**src/inc/bws_pkg.sv**
```systemverilog
// Purpose: Shared constants and carriers for the brake warning and stop signal logic
// Assumes: Deceleration in units of 0.1 m/s2, speed in km/h
// Notes:   None
`default_nettype none
package bws_pkg;
    localparam int          DEC_W          = 8;
    localparam int          SPD_W          = 8;
    localparam logic [7:0]  STOP_DEC_ENDUR = 8'h0a;   // 1.0 m/s2
    localparam logic [7:0]  STOP_DEC_AUTO  = 8'h07;   // 0.7 m/s2
    localparam logic [7:0]  EMG_ON_LIGHT   = 8'h3c;   // 6 m/s2
    localparam logic [7:0]  EMG_ON_HEAVY   = 8'h28;   // 4 m/s2
    localparam logic [7:0]  EMG_OFF        = 8'h19;   // 2.5 m/s2
    localparam logic [7:0]  BLINK_SPD_MAX  = 8'h0a;   // 10 km/h
    localparam logic [7:0]  EMG_SPD_MIN    = 8'h32;   // 50 km/h
    localparam int          CLK_MHZ        = 200;
    localparam int          BLINK_HALF_MS  = 250;
    localparam int          BLINK_HALF_CYC = BLINK_HALF_MS * 1000 * CLK_MHZ;

    typedef struct packed {
        logic red_fault;       // Own red-class fault
        logic yel_fault;       // Own yellow-class defect
        logic motion_fault;    // Fault detectable only while moving
        logic info_req;        // Non-specified information to show
    } bws_fault_s;

    typedef struct packed {
        logic present;         // Trailer coupled with control line
        logic pin_defect;      // Dedicated defect line from trailer
        logic red_msg;         // Specified failure message
        logic stop_msg;        // Stop lamp request message
    } bws_trailer_s;

    typedef struct packed {
        logic driver_brake;    // Driver service brake
        logic auto_brake;      // Automatically commanded braking
        logic selective;       // Selective braking only
        logic endur_elec;      // Electronically signalled endurance brake
        logic endur_other;     // Other endurance brake
        logic abs_cycling;     // Anti-lock fully cycling
        logic light_cat;       // Light goods vehicle category
        logic use_predict;     // Use predicted deceleration
    } bws_brake_s;

    typedef struct packed {
        logic red;
        logic yellow;
        logic trl_yellow;
        logic trl_red;
        logic stop;
        logic emergency;
    } bws_out_s;
endpackage
`default_nettype wire
```
**src/hdl/bws_top.sv**
```systemverilog
// Purpose: Brake warning lamps, stop lamp request and emergency signal
// Assumes: All inputs asynchronous to MCLK; power-up asserts NRST
// Notes:   Engine braking and throttle-off regeneration never reach the
//          brake inputs, so they cannot request stop lamps
`timescale 1ns/10ps
`default_nettype none
// How it works
// [RULE_01] Red lamp on for red-class faults
// [RULE_02] Yellow lamp on for other electric defects
// [RULE_03] Trailer defect line passed straight to lamp
// [RULE_04] Trailer yellow off without coupled trailer
// [RULE_05] Trailer failure message lights red too
// [RULE_06] Warnings shown before braking control actuated
// [RULE_07] Warnings held while fault and ignition on
// [RULE_08] Specified fault warnings steady, never blinking
// [RULE_09] Lamps on at power-up, checked when stationary
// [RULE_10] Motion-only faults latched, shown each start-up
// [RULE_11] Yellow blinks info only stationary, after check
// [RULE_12] Info blinking stops above 10 km/h
// [RULE_13] Driver braking requests stop lamps
// [RULE_14] Endurance brake requests above 1.0 m/s2
// [RULE_15] Engine braking alone never lights stops
// [RULE_16] Auto braking lights stops from 0.7 m/s2
// [RULE_17] Selective braking gives no stop lamps
// [RULE_18] Trailer stop message requests stop lamps
// [RULE_19] Throttle-off regeneration gives no stop lamps
// [RULE_20] Emergency on only by braking above threshold
// [RULE_21] Emergency off below 2.5 m/s2
// [RULE_22] Predicted decel or anti-lock alternative sources
// [RULE_23] Ignition off clears warnings, keeps latch
module bws_top #(
    parameter int BLINK_HALF = bws_pkg::BLINK_HALF_CYC
) (
    input  wire logic                        MCLK,
    input  wire logic                        NRST,
    input  wire logic                        IGN_ON,
    input  wire bws_pkg::bws_fault_s         FAULT,
    input  wire bws_pkg::bws_trailer_s       TRAILER,
    input  wire bws_pkg::bws_brake_s         BRAKE,
    input  wire logic [bws_pkg::SPD_W-1:0]   SPEED,
    input  wire logic [bws_pkg::DEC_W-1:0]   DECEL,
    input  wire logic [bws_pkg::DEC_W-1:0]   DECEL_PRED,
    output var bws_pkg::bws_out_s            LAMPS
);
    import bws_pkg::*;

    typedef enum logic [1:0] {ST_OFF, ST_CHECK, ST_RUN} bws_state_e;

    // ****************************************
    // Reset release and input synchronisers
    // ****************************************
    logic [1:0] rst_sync_r;
    logic       rst_n;
    always_ff @(posedge MCLK or negedge NRST) begin
        if (!NRST) begin
            rst_sync_r <= 2'h0;
        end else begin
            rst_sync_r <= {rst_sync_r[0], 1'b1};
        end
    end
    assign rst_n = rst_sync_r[1];

    localparam int IN_W = 1 + $bits(bws_fault_s) + $bits(bws_trailer_s) + $bits(bws_brake_s) + SPD_W + 2 * DEC_W;
    logic [IN_W-1:0] in_s1_r;
    logic [IN_W-1:0] in_s2_r;
    always_ff @(posedge MCLK or negedge rst_n) begin
        if (!rst_n) begin
            in_s1_r <= '0;
            in_s2_r <= '0;
        end else begin
            in_s1_r <= {IGN_ON, FAULT, TRAILER, BRAKE, SPEED, DECEL, DECEL_PRED};
            in_s2_r <= in_s1_r;
        end
    end

    logic                 ign;
    bws_fault_s           flt;
    bws_trailer_s         trl;
    bws_brake_s           brk;
    logic [SPD_W-1:0]     spd;
    logic [DEC_W-1:0]     dec_meas;
    logic [DEC_W-1:0]     dec_pred;
    assign {ign, flt, trl, brk, spd, dec_meas, dec_pred} = in_s2_r;

    // ****************************************
    // Warning state
    // ****************************************
    bws_state_e        state_r, state_nxt;
    logic              latch_r, latch_nxt;
    logic              clean_r, clean_nxt;
    logic [31:0]       blink_cnt_r, blink_cnt_nxt;
    logic              blink_ph_r, blink_ph_nxt;
    logic              stationary;
    logic              red_cond;
    logic              yel_cond;
    logic              info_ok;

    assign stationary = (spd == '0);
    assign red_cond   = flt.red_fault | latch_r | (trl.present & trl.red_msg);   // RULE_01 RULE_05 RULE_10
    assign yel_cond   = flt.yel_fault;                                           // RULE_02
    assign info_ok    = clean_r & flt.info_req & stationary
                        & ~yel_cond & ~red_cond;                                 // RULE_11 RULE_12

    always_comb begin
        state_nxt     = state_r;
        latch_nxt     = latch_r | flt.motion_fault;                              // RULE_10
        clean_nxt     = clean_r;
        blink_cnt_nxt = blink_cnt_r;
        blink_ph_nxt  = blink_ph_r;
        if (!stationary && !(spd <= BLINK_SPD_MAX)) begin
            clean_nxt = 1'b0;                                                    // RULE_12
        end
        unique case (state_r)
            ST_OFF: begin
                clean_nxt = 1'b0;                                                // RULE_23
                if (ign) begin
                    state_nxt = ST_CHECK;
                end
            end
            ST_CHECK: begin
                if (!ign) begin
                    state_nxt = ST_OFF;
                end else if (stationary && !red_cond && !yel_cond) begin
                    state_nxt = ST_RUN;                                          // RULE_09
                    clean_nxt = 1'b1;
                end
            end
            ST_RUN: begin
                if (!ign) begin
                    state_nxt = ST_OFF;                                          // RULE_23
                end
            end
        endcase
        if (info_ok) begin
            if (blink_cnt_r >= 32'(BLINK_HALF - 1)) begin
                blink_cnt_nxt = '0;
                blink_ph_nxt  = ~blink_ph_r;
            end else begin
                blink_cnt_nxt = blink_cnt_r + 32'h1;
            end
        end else begin
            blink_cnt_nxt = '0;
            blink_ph_nxt  = 1'b0;
        end
    end

    always_ff @(posedge MCLK or negedge rst_n) begin
        if (!rst_n) begin
            state_r     <= ST_OFF;
            latch_r     <= 1'b0;
            clean_r     <= 1'b0;
            blink_cnt_r <= '0;
            blink_ph_r  <= 1'b0;
        end else begin
            state_r     <= state_nxt;
            latch_r     <= latch_nxt;
            clean_r     <= clean_nxt;
            blink_cnt_r <= blink_cnt_nxt;
            blink_ph_r  <= blink_ph_nxt;
        end
    end

    // ****************************************
    // Stop lamp and emergency signal
    // ****************************************
    logic              svc_brake;
    logic              stop_cond;
    logic              emg_r, emg_nxt;
    logic              emg_abs_r, emg_abs_nxt;
    logic [DEC_W-1:0]  dec_use;
    logic [DEC_W-1:0]  emg_on_thr;

    assign svc_brake  = (brk.driver_brake | brk.auto_brake) & ~brk.selective;    // RULE_17
    assign dec_use    = brk.use_predict ? dec_pred : dec_meas;                   // RULE_22
    assign emg_on_thr = brk.light_cat ? EMG_ON_LIGHT : EMG_ON_HEAVY;             // RULE_20

    assign stop_cond = (brk.driver_brake & ~brk.selective)                       // RULE_13 RULE_15 RULE_19
                     | (brk.auto_brake & ~brk.selective & (dec_meas >= STOP_DEC_AUTO)) // RULE_16
                     | (brk.endur_elec & (dec_meas > STOP_DEC_ENDUR))            // RULE_14
                     | brk.endur_other                                           // RULE_14
                     | (trl.present & trl.stop_msg);                             // RULE_18

    always_comb begin
        emg_nxt     = emg_r;
        emg_abs_nxt = emg_abs_r;
        if (!svc_brake || dec_use < EMG_OFF) begin
            emg_nxt = 1'b0;                                                      // RULE_21
        end else if (dec_use >= emg_on_thr) begin
            emg_nxt = 1'b1;                                                      // RULE_20
        end
        if (!svc_brake || !brk.abs_cycling) begin
            emg_abs_nxt = 1'b0;                                                  // RULE_22
        end else if (spd > EMG_SPD_MIN && dec_meas >= EMG_OFF) begin
            emg_abs_nxt = 1'b1;                                                  // RULE_22
        end
    end

    always_ff @(posedge MCLK or negedge rst_n) begin
        if (!rst_n) begin
            emg_r     <= 1'b0;
            emg_abs_r <= 1'b0;
        end else begin
            emg_r     <= emg_nxt;
            emg_abs_r <= emg_abs_nxt;
        end
    end

    // ****************************************
    // Output registers
    // ****************************************
    bws_out_s out_r, out_nxt;
    logic     lamps_ok;
    assign lamps_ok = (state_r != ST_OFF);

    always_comb begin
        out_nxt            = '0;
        out_nxt.stop       = stop_cond;                                          // RULE_13 RULE_18
        out_nxt.emergency  = (emg_r | emg_abs_r) & ~(dec_meas < EMG_OFF);        // RULE_21
        if (state_r == ST_CHECK) begin
            out_nxt.red    = 1'b1;                                               // RULE_09
            out_nxt.yellow = 1'b1;                                               // RULE_09
        end else if (lamps_ok) begin
            out_nxt.red    = red_cond;                                           // RULE_01 RULE_06 RULE_07 RULE_08
            out_nxt.yellow = yel_cond | (info_ok & blink_ph_r);                  // RULE_02 RULE_08 RULE_11
        end
        out_nxt.trl_yellow = lamps_ok & trl.present & trl.pin_defect;            // RULE_03 RULE_04
        out_nxt.trl_red    = lamps_ok & trl.present & trl.red_msg;               // RULE_05
    end

    always_ff @(posedge MCLK or negedge rst_n) begin
        if (!rst_n) begin
            out_r <= '0;
        end else begin
            out_r <= out_nxt;
        end
    end

    assign LAMPS = out_r;

endmodule // bws_top
`default_nettype wire

```
**config.mk**
```make
export PLATFORM = sky130hd
export DESIGN_NAME = bws_top
export DESIGN_NICKNAME = d
export VERILOG_FILES = /design/src/inc/bws_pkg.sv /design/src/hdl/bws_top.sv
export SDC_FILE = /design/constraint.sdc
export NUM_CORES = 1
export LEC_CHECK = 0
export ABC_AREA = 1
export BUFFER_PORTS_ARGS = -buffer_cell sky130_fd_sc_hd__buf_2
export CAP_MARGIN = 20
export CORE_AREA = 2 2 91 93
export CTS_CLUSTER_SIZE = 28
export DETAILED_ROUTE_END_ITERATION = 8
export DIE_AREA = 0 0 93 95
export PLACE_DENSITY_LB_ADDON = 0.3
export SLEW_MARGIN = 30
export SYNTH_ARGS = -nofsm -noshare
export SYNTH_HDL_FRONTEND = slang
export SYNTH_SLANG_ARGS = --single-unit
```
**constraint.sdc**
```tcl
create_clock -name MCLK -period 5.82 [get_ports MCLK]
set_clock_uncertainty 0.15 [all_clocks]
set_input_delay 0 -clock MCLK [delete_from_list [all_inputs] [get_ports MCLK]]
set_output_delay 0 -clock MCLK [all_outputs]
set_load 0.01 [all_outputs]
```
After elaboration in Yosys (flattened, before gate mapping):

Index checks and enable logic that the tools add are counted.

* bits in read-only memories: 0
* RAM bits: 0
* bits of input ports: 43
* memories: 0
* bits in latches: 0
* register bits: 129

* order comparisons: 9
* shifts and indexed selects: 0
* reduce and logical (&&, ||, !) cells: 18
* eq/ne operators: 6
* bitwise logic cells: 31
* $add $sub $neg: 1
* divide/modulo/power cells: 0
* multiplexer cells: 21
* $mul: 0

Operators by type and width (count)
* 32-bit 2-to-1 mux: 2
* 32-bit by 1-bit adder with 32-bit output (second input constant): 1
* 32-bit by 26-bit >= comparator with 1-bit output (second input constant): 1
* 1-bit bitwise AND: 16
* 8-bit by 5-bit < comparator with 1-bit output (second input constant): 2
* 2-bit 2-to-1 mux: 6
* 1-bit OR: 10
* 1-bit 2-to-1 mux: 9
* 8-bit by 3-bit >= comparator with 1-bit output (second input constant): 1
* 8-bit by 5-bit >= comparator with 1-bit output (second input constant): 1
* 8-bit by 6-bit >= comparator with 1-bit output: 1
* 8-bit by 4-bit greater-than comparator with 1-bit output (second input constant): 1
* 8-bit by 6-bit greater-than comparator with 1-bit output (second input constant): 1
* 8-bit by 4-bit less-or-equal comparator with 1-bit output (second input constant): 1
* 8-bit logical NOT: 1
* 8-bit 2-to-1 mux: 1
* 1-bit logical NOT: 6
* 2-bit one-hot mux with 3 select lines: 1
* 2-bit nonzero test: 3
* 5-bit 2-to-1 mux: 1
* 1-bit inverter: 5
* 1-bit logical AND: 4
* 2-bit inequality test (second input constant): 2
* 3-bit inequality test (second input constant): 1
* other kinds (7): 8

Logic depth before layout (Yosys ltp):

Gate-level depths: netlist of run 1.

* depth after elaboration: 8
* gate-level depth with buffers: 10

Worst setup path after synthesis of run 1:

No wires, ideal clock.

* path kind: reg2reg
* from: reg blink_cnt_r[0]
* to: reg blink_cnt_r[18]
* data arrival time: 1.425 ns
* path slack: 4.165 ns
* required time: 5.590 ns
* cell stages (with the launch flop): 10
* setup time: 0.080 ns
* clock period less this slack: 1.655 ns
* path buffers: 1
* cell sequence: dfrtp_1 ha_1 nand2_2 nor2_4 nand2_1 nand3_1 nand3_2 nand3_4 buf_12 nor3_2

* longest elaborated chain between the ends: 3
* elaborated cells on any way between the ends: 4

Ends and longest elaborated chain
* start, declared: line bws_top.sv:91 `logic [31:0] blink_cnt_r, blink_cnt_nxt;`
* start signal, assigned: line bws_top.sv:158 `blink_cnt_r <= blink_cnt_nxt;`
* 32-bit by 1-bit adder with 32-bit output or 32-bit by 26-bit >= comparator with 1-bit output (tied branches): line bws_top.sv:139, bws_top.sv:135
* 32-bit 2-to-1 mux *: line bws_top.sv:135 `if (blink_cnt_r >= 32'(BLINK_HALF - 1)) begin`
* 32-bit 2-to-1 mux *: line bws_top.sv:134 `if (info_ok) begin`
* net blink_cnt_nxt[18]: line bws_top.sv:91

The timed path passes the listed nets; every way through them passes the cells marked *.
A chain may end at the register's enable or synchronous reset.

Worst setup path after layout of run 1:

* from: reg blink_cnt_r[0]
* to: reg blink_cnt_r[3]

Same word-level chain as after synthesis.

==> run_results.csv, run 1 <==
group,metric,value,unit
detailed_routing,drc,0,
die,dieHeight,95,um
synth,seq_area_frac_synth,67.43,%
worst_setup_path,path_cells,"ha_1, nand2_2, nor2_4, nand2_1, nand3_1, nand3_2, nand3_4, nor3_1",
detailed_routing,ant_nets,0,
clock_tree,clk_pin_slew,70,ps
place,place.gp.congestion,0.9038,
synth,syn_area,0.004787,mm2
worst_setup_path,slowest_delay,420,ps
timing,post-route-period-util,37.43,%
timing,hold_viol,0,
grt,use_met1,43.89,%
detailed_routing,drtIter0Drc,470,
detailed_routing,drt_wl_total,13760,um
timing,relSlewSlack,46.43,%
die,dieWidth,93,um
detailed_routing,drt_pass1_iterations,5,
finish,post-route-util,82.91,%
clock_tree,root_buffer,"clkbuf_8",
job,cap_violations,0,
place,dp_hpwl,5442,um
timing,fin_tns_setup,0,ps
grt,antenna_found_initial,0,
timing,maxSlewViolCount,0,
grt,grt_start_max_net_pins,67,
grt,grt_overflow,0,
die,design.core.area,0.007928,mm2
detailed_routing,routed_via_density,5.489,
die,num_rows,33,
worst_setup_path,critical_path_class,"flip-flop to flip-flop",
die,fp.dieArea,0.008835,mm2
clock_tree,cts_setup_buffers,0,
die,ios,49,
place,placed_cells,580,
synth,yosys.area_share.simple,20.60,%
finish,diodes,0,
die,start_util,60.39,%
finish,syn2layout_area_growth,37.30,%
finish,drive_above_1_share,21.02,%
timing,setup_violations,0,
grt,grt_use_met3,9.258,%
synth,synth_warnings,0,
grt,grt_use_met2,58.09,%
grt,track_usage,35.24,%
clock_tree,cts_made_buffers,17,
finish,fin_nets,627,
worst_setup_path,worst-path-max-fanout,24,
finish,layout.cells.non_filler,695,
status,status,"complete, no violations",
finish,num-fill-cells,363,
synth,synth_compound_area_share,3.685,%
clock_tree,insertion_delay,530,ps
worst_setup_path,cp-end-kind,"flip-flop",
grt,first_global_vias,4221,
worst_hold_path,hold_path_class,"input pin to async pin",
clock_tree,htree_levels,4,
synth,synth_cell_types,34,
detailed_routing,wl_per_cell,19.80,um
timing,fmax,0.4590,GHz
worst_setup_path,critPathRequiredTime,6080,ps
pwr,finalPower,2.260,mW
grt,grt_most_used_layer,"met2",
worst_setup_path,start_kind,"flip-flop",
worst_setup_path,critPathArrivalTime,2440,ps
synth,postSynthAreaPerCell,11.32,um2
worst_setup_path,slowest_stage,"dfrtp_1",
timing,fin_crit,2179,ps
synth,synth_xor_area_share,2.378,%
clock_tree,cts_buffer_depth,2,
pwr,power.density,343.9,mW/mm2
synth,yosys_register_bits,129,
synth,synth_top_family_by_area,"simple AND/OR/NAND/NOR gates",
grt,grt_pass1_wl,22340,um
place,io_buffer_count,48,
pwr,max-vdd-ir-drop,0.0002652,V
clock_tree,cts.sinks,129,
timing,worstMarginPinSlew,803.5,ps
synth,synthCells,423,
timing,rsz0062_at_grt,"no",
pwr,leakage,2.940,nW
synth,synth.area.mux_share,0,%
synth,synth_fa_ha_area_share,1.568,%
clock_tree,cts_tree,"yes",
detailed_routing,num_vias,3815,
-- path summary, 6_finish.rpt --
check / startpoint / to / slack, ps / depth (start not counted)
max: blink_cnt_r[0]$_DFF_PN0_ / blink_cnt_r[3]$_DFF_PN0_ / 3640 / 8
min: NRST / rst_sync_r[1]$_DFF_PN0_ / 200 / 3
max reg2reg: blink_cnt_r[0]$_DFF_PN0_ / blink_cnt_r[3]$_DFF_PN0_ / 3640 / 8
min reg2reg: in_s1_r[34]$_DFF_PN0_ / in_s2_r[34]$_DFF_PN0_ / 200 / 0
max in group asynchronous: rst_sync_r[1]$_DFF_PN0_ / in_s2_r[30]$_DFF_PN0_ / 3940 / 1
min in group MCLK: in_s1_r[34]$_DFF_PN0_ / in_s2_r[34]$_DFF_PN0_ / 200 / 0
-- placed cells by master, fill, tap and decap left out, types with 2 or more instances in the layout --
cell type / n
nor2_4: 7
dlygate4sd3_1: 84
buf_2: 48
clkinv_4: 2
o21bai_1: 2
clkbuf_8: 2
xor2_1: 11
ha_1: 6
xnor2_1: 2
nand2_2: 4
nor2_2: 21
a21boi_0: 2
dfrtp_1: 128
nand3_1: 15
nor2_1: 43
nand4_1: 9
nor3_1: 12
conb_1: 7
a21oi_1: 4
o21ai_0: 13
inv_1: 44
or2_2: 3
a31oi_1: 2
nand2_1: 75
nand3_2: 4
bufinv_16: 2
clkbuf_16: 16
clkinv_2: 2
inv_6: 5
-- cells by family (layout without fill, tap and decap cells) --
kind of cell               count (synthesis)  count (layout)
AOI/OAI and AO/OA                         29              29
xor gates and xnor gates                  13              13
adders and majority gates                  6               6
buffers and inverters                     46             208
DFF                                      129             129
other                                      2               7
and+or+nand+nor                          198             198
-- through the flow --
step | hold WS [ps] | setup WS (ps) | cell area (um2)
finish | 195.7 | 3641 | 6573
global route | 204.2 | 3483 | 6573
CTS | 169.3 | 3767 | 6573
detailed placement | -360.0 | 3783 | 5154
global placement | -361.0 | 3881 | 5154
floorplan | -445.6 | 1810 | 4806
-- critical path: cells and delay by family, from the launching register on --
family,cells,cell delay [ps]
simple gates,7,1220
flops,1,420
fa+ha+maj,1,250
-- repair_timing --
action,in CTS,in global routing
endpoints found under the hold margin,43,0
gates resized for setup,0,0
endpoints found under the setup margin,0,0
hold buffers,84,0
-- layer usage --
layer / wire (um) / up-vias
li1: - / 1645
met1: 5303 / 1866
met2: 6856 / 234
met3: 966 / 70
met4: 635 / 0
met5: 0 / -
-- synth_stat cells --
cell type	count	area, um2
a21boi_0	2	15.01
a21oi_2	1	8.760
a21oi_1	4	20.02
nand2_1	75	281.5
conb_1	2	7.510
o21a_1	1	7.510
a31oi_1	2	12.51
o22ai_1	1	6.260
o211a_1	1	10.01
and3_1	1	6.260
nor2_2	21	131.4
nor3_1	12	60.06
xor2_1	11	96.34
buf_8	1	15.01
xnor2_1	2	17.52
nand4_1	9	56.30
a211o_1	1	8.760
nand3_4	1	17.52
or2_2	3	18.77
nor3b_1	1	7.510
buf_12	1	20.02
o21ai_0	13	65.06
nand2_2	4	25.02
nor3_2	1	10.01
nand3_1	15	75.07
ha_1	6	75.07
o211ai_1	1	7.510
nor2_4	7	78.83
dfrtp_1	129	3228
nor3_4	1	16.27
o21bai_1	2	15.01
nor2_1	43	161.4
nand3_2	4	40.04
inv_1	44	165.2
-- sequential cells by signal (all words and copies together), names as in the netlist --
signal       count
in_s1_r         41
blink_cnt_r     32
rst_sync_r       2
clean_r          1
emg_abs_r        1
blink_ph_r       1
latch_r          1
in_s2_r         41
state_r          2
emg_r            1
LAMPS            6
-- cell type report --
| cell class | count | area [um2] | share of cell area, % |
|---|---|---|---|
| sequential | 129 | 3232 | 49.17 |
| multi-input combinational | 253 | 1378 | 20.96 |
| timing repair buffer | 133 | 1089 | 16.56 |
| clock buffer | 18 | 427.9 | 6.511 |
| inverter | 44 | 165.2 | 2.513 |
| clock inverter | 13 | 150.1 | 2.284 |
| tap | 105 | 131.4 | 1.999 |
-- power by group --
part	leakage, nW	total (mW)	switching (mW)	internal (mW)
combinational	1.08	0.199	0.113	0.0860
sequential	1.57	0.988	0.0404	0.947
clock	0.285	1.07	0.446	0.628
total	2.94	2.26	0.598	1.66
(Power assumes the default switching activity.)
==> inputs of run 2 (changes only) <==
Settings changed: CORE_AREA 2 2 91 93 to 2 2 94 96, DIE_AREA 0 0 93 95 to 0 0 96 98.
Clock period 5.82 ns to 2.1 ns, I/O delays scaled along.
==> run 2 against run 1 <==
First-iteration DRC count fell by 52%. Setup slack got worse by 3500 ps. Clock power rose to 2.8 times the previous value. Critical path type unchanged.
==> run_results.csv, run 2 (synthesized netlist as in run 1, its figures left out) <==
group,metric,value,unit
pwr,power.density,938.8,mW/mm2
timing,maxSlewViolCount,0,
worst_hold_path,hold_path_class,"flip-flop to async pin",
worst_setup_path,start_kind,"flip-flop",
worst_setup_path,regToRegSetupSlack,130,ps
die,fp.dieArea,0.009408,mm2
grt,antenna_found_initial,0,
clock_tree,cts_made_buffers,17,
finish,layout.cells.non_filler,704,
grt,grt_start_max_net_pins,41,
die,dieWidth,96,um
clock_tree,insertion_delay,520,ps
place,place.gp.congestion,0.8610,
finish,reg.largest.list,"in_s1_r x41, in_s2_r x41, blink_cnt_r x32",
finish,layout_commonest_cell,"dfrtp_1",
worst_setup_path,critical_path_class,"flip-flop to flip-flop",
clock_tree,cts.sinks,129,
pwr,max-vdd-ir-drop,0.0006036,V
finish,syn2layout_area_growth,38.87,%
timing,rsz0062_at_grt,"no",
die,design.core.area,0.008466,mm2
timing,finalWorstSetupSlack,131.8,ps
worst_setup_path,reg2reg_to,"emg_r$_DFFE_PN0P_",
timing,hold_viol,0,
clock_tree,cts_buffer_depth,2,
die,start_util,56.55,%
grt,grt_pass1_wl,21010,um
clock_tree,cts_tree,"yes",
clock_tree,clk_pin_slew,70,ps
clock_tree,htree_levels,4,
worst_setup_path,rr_worst_depth,10,
detailed_routing,routed_via_density,5.293,
worst_setup_path,reg2reg_from,"in_s2_r[24]$_DFF_PN0_",
detailed_routing,num_vias,3726,
timing,fmax,0.5081,GHz
place,io_buffer_count,48,
detailed_routing,wl_per_cell,18.07,um
finish,drive_above_1_share,21.81,%
finish,final_cell_mix,"dfrtp_1 (127), dlygate4sd3_1 (84), nand2_1 (75), buf_2 (48), inv_1 (44)",
worst_setup_path,worst-path-max-fanout,7,
detailed_routing,drt_wl_total,12720,um
place,pre_cts_slack,181.6,ps
timing,setup_violations,0,
detailed_routing,drt_pass1_iterations,5,
grt,grt_overflow,0,
finish,diodes,0,
timing,fin_crit,1968,ps
grt,track_usage,30.30,%
clock_tree,root_buffer,"clkbuf_8",
worst_setup_path,critPathRequiredTime,2360,ps
detailed_routing,ant_nets,0,
die,num_rows,34,
die,ios,49,
detailed_routing,drtIter0Drc,225,
place,placed_cells,587,
place,dp_hpwl,5195,um
pwr,leakage,2.968,nW
die,dieHeight,98,um
timing,fin_tns_setup,0,ps
timing,post-route-period-util,93.73,%
worst_setup_path,cp-end-kind,"flip-flop",
detailed_routing,drc,0,
job,cap_violations,0,
status,status,"complete, no violations",
finish,num-fill-cells,439,
worst_setup_path,critPathArrivalTime,2220,ps
finish,fin_nets,632,
grt,first_global_vias,4077,
-- run 2: changes by cell type in the layout (fill, tap and decap cells not counted), sizes merged --
cell / change
buf: +5
clkinv: -1
clkinvlp: +1
inv: +1
-- run 2: area by class of cell --
type / count / area, um2 / area share [%]
Clock buffer: 18 / 417.9 / 6.286
Clock inverter: 14 / 167.7 / 2.522
Inverter: 44 / 165.2 / 2.484
Multi-Input combinational cell: 253 / 1378 / 20.72
Sequential cell: 129 / 3233 / 48.64
Tap cell: 108 / 135.1 / 2.033
Timing Repair Buffer: 138 / 1151 / 17.32
-- run 2: power breakdown --
| part | switching [mW] | leakage [nW] | internal (mW) | total [mW] |
|---|---|---|---|---|
| combinational | 0.297 | 1.12 | 0.247 | 0.543 |
| sequential | 0.0958 | 1.57 | 2.63 | 2.72 |
| clock | 1.25 | 0.281 | 1.73 | 2.98 |
| total | 1.64 | 2.97 | 4.60 | 6.24 |
-- run 2: stage by stage --
step                util (%)  power, mW  hold WS (ps)  area, um2
floorplan                  -      2.939        -445.6       4810
global placement       61.57      3.066        -364.7       5213
detailed placement     61.57      3.083        -358.8       5213
CTS                    78.42      6.089         143.6       6639
global route           78.53      6.433         179.9       6648
finish                 78.53      6.240         135.0       6648
-- run 2: what timing repair did --
item	4_1_cts	5_1_grt
endpoints found under the hold margin	43	0
buffers inserted	0	1
hold buffers	84	0
gates resized for setup	0	2
setup endpoints to repair	0	2
-- run 2: metal layers --
metal / global-route usage, % / up-vias / wire, um
li1: - / 1652 / -
met3: 7.485 / 32 / 650
met4: 10.66 / 0 / 277
met5: 0 / - / 0
met2: 49.52 / 174 / 6672
met1: 39.44 / 1868 / 5119
-- run 2: critical path, stage by stage (launching register included) --
cell      delay, ps
dfrtp_2         450
inv_1           140
nand2_1          90
o21ai_1         110
ha_1            310
nand2_1          70
nand2_1          80
nand2_1          70
nand2_1          80
nand2_1          70
a21boi_0        240
-- run 2: how the worst max path moves through the flow --
stage | endpoint | slack, ps | startpoint | cells after the start
final | emg_r$_DFFE_PN0P_ | 130 | in_s2_r[24]$_DFF_PN0_ | 10
after global routing | emg_r$_DFFE_PN0P_ | 20 | in_s2_r[24]$_DFF_PN0_ | 10
after CTS | blink_ph_r$_DFFE_PN0P_ | 180 | blink_cnt_r[0]$_DFF_PN0_ | 11
after detailed placement | blink_ph_r$_DFFE_PN0P_ | 180 | blink_cnt_r[0]$_DFF_PN0_ | 11
after global placement | blink_ph_r$_DFFE_PN0P_ | 270 | blink_cnt_r[0]$_DFF_PN0_ | 11
after floorplan | blink_cnt_r[18]$_DFF_PN0_ | 440 | blink_cnt_r[0]$_DFF_PN0_ | 9
==> inputs of run 3 (changes only) <==
--- a/config.mk
+++ b/config.mk
@@ -8,3 +8,3 @@
 export ABC_AREA = 1
-export BUFFER_PORTS_ARGS = -buffer_cell sky130_fd_sc_hd__buf_2
+export BUFFER_PORTS_ARGS = -buffer_cell sky130_fd_sc_hd__clkbuf_2
 export CAP_MARGIN = 20
==> constraint.sdc (replaced) <==
create_clock -name MCLK -period 2.1 [get_ports MCLK]
set_clock_uncertainty 0.15 [all_clocks]
set_input_delay 0.315 -clock MCLK [delete_from_list [all_inputs] [get_ports MCLK]]
set_output_delay 0.315 -clock MCLK [all_outputs]
set_load 0.01 [all_outputs]
==> run 3 against run 2 <==
Clock power fell by 7.0%. Non-clock buffer count shrank 42. Sequential power is essentially flat. Count of clock-buffer cells in the layout decreased by 1. First-iteration DRC count is 28% lower. Sequential share of layout area rose by 3.6 points. Wire length decreased by 22%.
==> run_results.csv, run 3 (synthesized netlist as in run 1, its figures left out) <==
group,metric,value,unit
timing,fmax,0.5290,GHz
job,cap_violations,0,
worst_setup_path,critical-path-top-delay-family,"flip-flops",
die,design.core.area,0.008466,mm2
worst_setup_path,cp-end-kind,"flip-flop",
pwr,leakage,2.789,nW
finish,syn2layout_area_growth,29.27,%
detailed_routing,routed_via_density,4.950,
pwr,max-vdd-ir-drop,0.0006878,V
worst_setup_path,crit_top_cell,"nand2_1",
pwr,finalPower,5.921,mW
die,start_util,56.55,%
worst_hold_path,hold_path_class,"flip-flop to async pin",
worst_setup_path,critical_path_class,"flip-flop to flip-flop",
timing,hold_viol,0,
clock_tree,htree_levels,4,
timing,setup_violations,0,
grt,first_global_vias,3687,
clock_tree,root_buffer,"clkbuf_8",
clock_tree,cts_made_buffers,17,
worst_setup_path,worst-path-stages,9,
pwr,power.density,956.8,mW/mm2
detailed_routing,ant_nets,0,
die,ios,49,
grt,track_usage,24.93,%
clock_tree,cts_tree,"yes",
finish,multi_input_area,0.001378,mm2
detailed_routing,drt_pass1_iterations,4,
worst_setup_path,path_buf_inv,1,
grt,grt_pass1_wl,17380,um
detailed_routing,wl_per_cell,15.06,um
timing,post-route-period-util,90.02,%
place,place.gp.congestion,0.8836,
finish,final_cell_mix,"dfrtp_1 (128), nand2_1 (75), clkbuf_2 (48), inv_1 (44)",
grt,grt_start_max_net_pins,61,
timing,rsz0062_at_grt,"no",
detailed_routing,num_vias,3277,
worst_setup_path,slowest_stage,"dfrtp_1",
worst_setup_path,critPathArrivalTime,2140,ps
place,dp_hpwl,5242,um
worst_setup_path,rr_worst_depth,9,
clock_tree,clk_pin_slew,70,ps
finish,reg.largest.list,"in_s1_r x41, in_s2_r x41, blink_cnt_r x32",
finish,layout_commonest_cell,"dfrtp_1",
detailed_routing,drtIter0Drc,161,
timing,fin_tns_setup,0,ps
finish,fin_nets,590,
clock_tree,insertion_delay,530,ps
detailed_routing,drt_wl_total,9970,um
timing,maxSlewViolCount,0,
finish,drive_above_1_share,23.29,%
finish,register_area,0.003232,mm2
detailed_routing,drc,0,
die,dieHeight,98,um
die,num_rows,34,
worst_setup_path,path_cells,"inv_1, o21ai_0, ha_1, nand2_1, nand2_1, nand2_1, nand2_1, nand2_1, a21boi_0",
finish,num-fill-cells,500,
grt,grt_overflow,0,
clock_tree,cts.sinks,129,
clock_tree,cts_buffer_depth,2,
worst_setup_path,start_kind,"flip-flop",
status,status,"complete, no violations",
place,io_buffer_count,48,
finish,diodes,0,
worst_setup_path,worst-path-max-fanout,7,
worst_setup_path,slowest_delay,450,ps
worst_setup_path,critPathRequiredTime,2350,ps
grt,antenna_found_initial,0,
die,dieWidth,96,um
die,fp.dieArea,0.009408,mm2
timing,fin_crit,1890,ps
[run 3: changes by cell type in the layout (fill, tap and decap cells not counted), moves of 2 or more]
cell,previous run,this run
buf_2,48,0
bufinv_16,2,0
clkbuf_2,0,48
inv_8,2,6
dlygate4sd3_1,84,43
[run 3: layout make-up]
cell class	count	share of cell area, %
Clock inverter	15	2.264
Clock buffer	17	6.692
Inverter	44	2.669
Multi-Input combinational cell	253	22.26
Timing Repair Buffer	96	11.71
Tap cell	108	2.184
Sequential cell	129	52.22
[run 3: path summary, 6_finish.rpt]
check	startpoint	to	slack [ps]
hold / removal	rst_sync_r[1]$_DFF_PN0_	in_s1_r[35]$_DFF_PN0_	80
min in group MCLK	in_s1_r[31]$_DFF_PN0_	in_s2_r[31]$_DFF_PN0_	190
hold reg to reg	rst_sync_r[1]$_DFF_PN0_	in_s1_r[35]$_DFF_PN0_	80
setup / recovery	in_s2_r[24]$_DFF_PN0_	emg_r$_DFFE_PN0P_	210
max in group asynchronous	rst_sync_r[1]$_DFF_PN0_	in_s2_r[25]$_DFF_PN0_	1040
setup reg to reg	in_s2_r[24]$_DFF_PN0_	emg_r$_DFFE_PN0P_	210
[run 3: timing repair]
action                     CTS  global route
hold buffers                43             0
hold endpoints to repair    43             0
buffers inserted             0             0
gates resized for setup      0             1
setup endpoints to repair    0             1
[run 3: metrics by stage]
step	cells	util [%]	cell area, um2	hold WS, ps	worst slack (ps)
CTS	662	73.06	6185	82.93	138.9
detailed placement	587	61.42	5200	-45.14	162.0
floorplan	428	-	4810	-130.6	444.5
finish	662	73.10	6188	79.80	209.6
global route	662	73.10	6188	108.7	27.92
global placement	587	61.42	5200	-49.04	238.0
[run 3: metal layers]
| layer | global-route usage (%) | vias to the layer above | wire length, um |
|---|---|---|---|
| met5 | 0 | - | 0 |
| met4 | 9.670 | 0 | 248 |
| met3 | 7.176 | 24 | 353 |
| met2 | 41.88 | 96 | 5357 |
| met1 | 30.11 | 1590 | 4009 |
| li1 | - | 1567 | - |
[run 3: power breakdown]
part | total, mW | internal, mW | switching (mW)
combinational | 0.445 | 0.189 | 0.257
sequential | 2.71 | 2.63 | 0.0812
clock | 2.77 | 1.51 | 1.26
total | 5.92 | 4.33 | 1.59
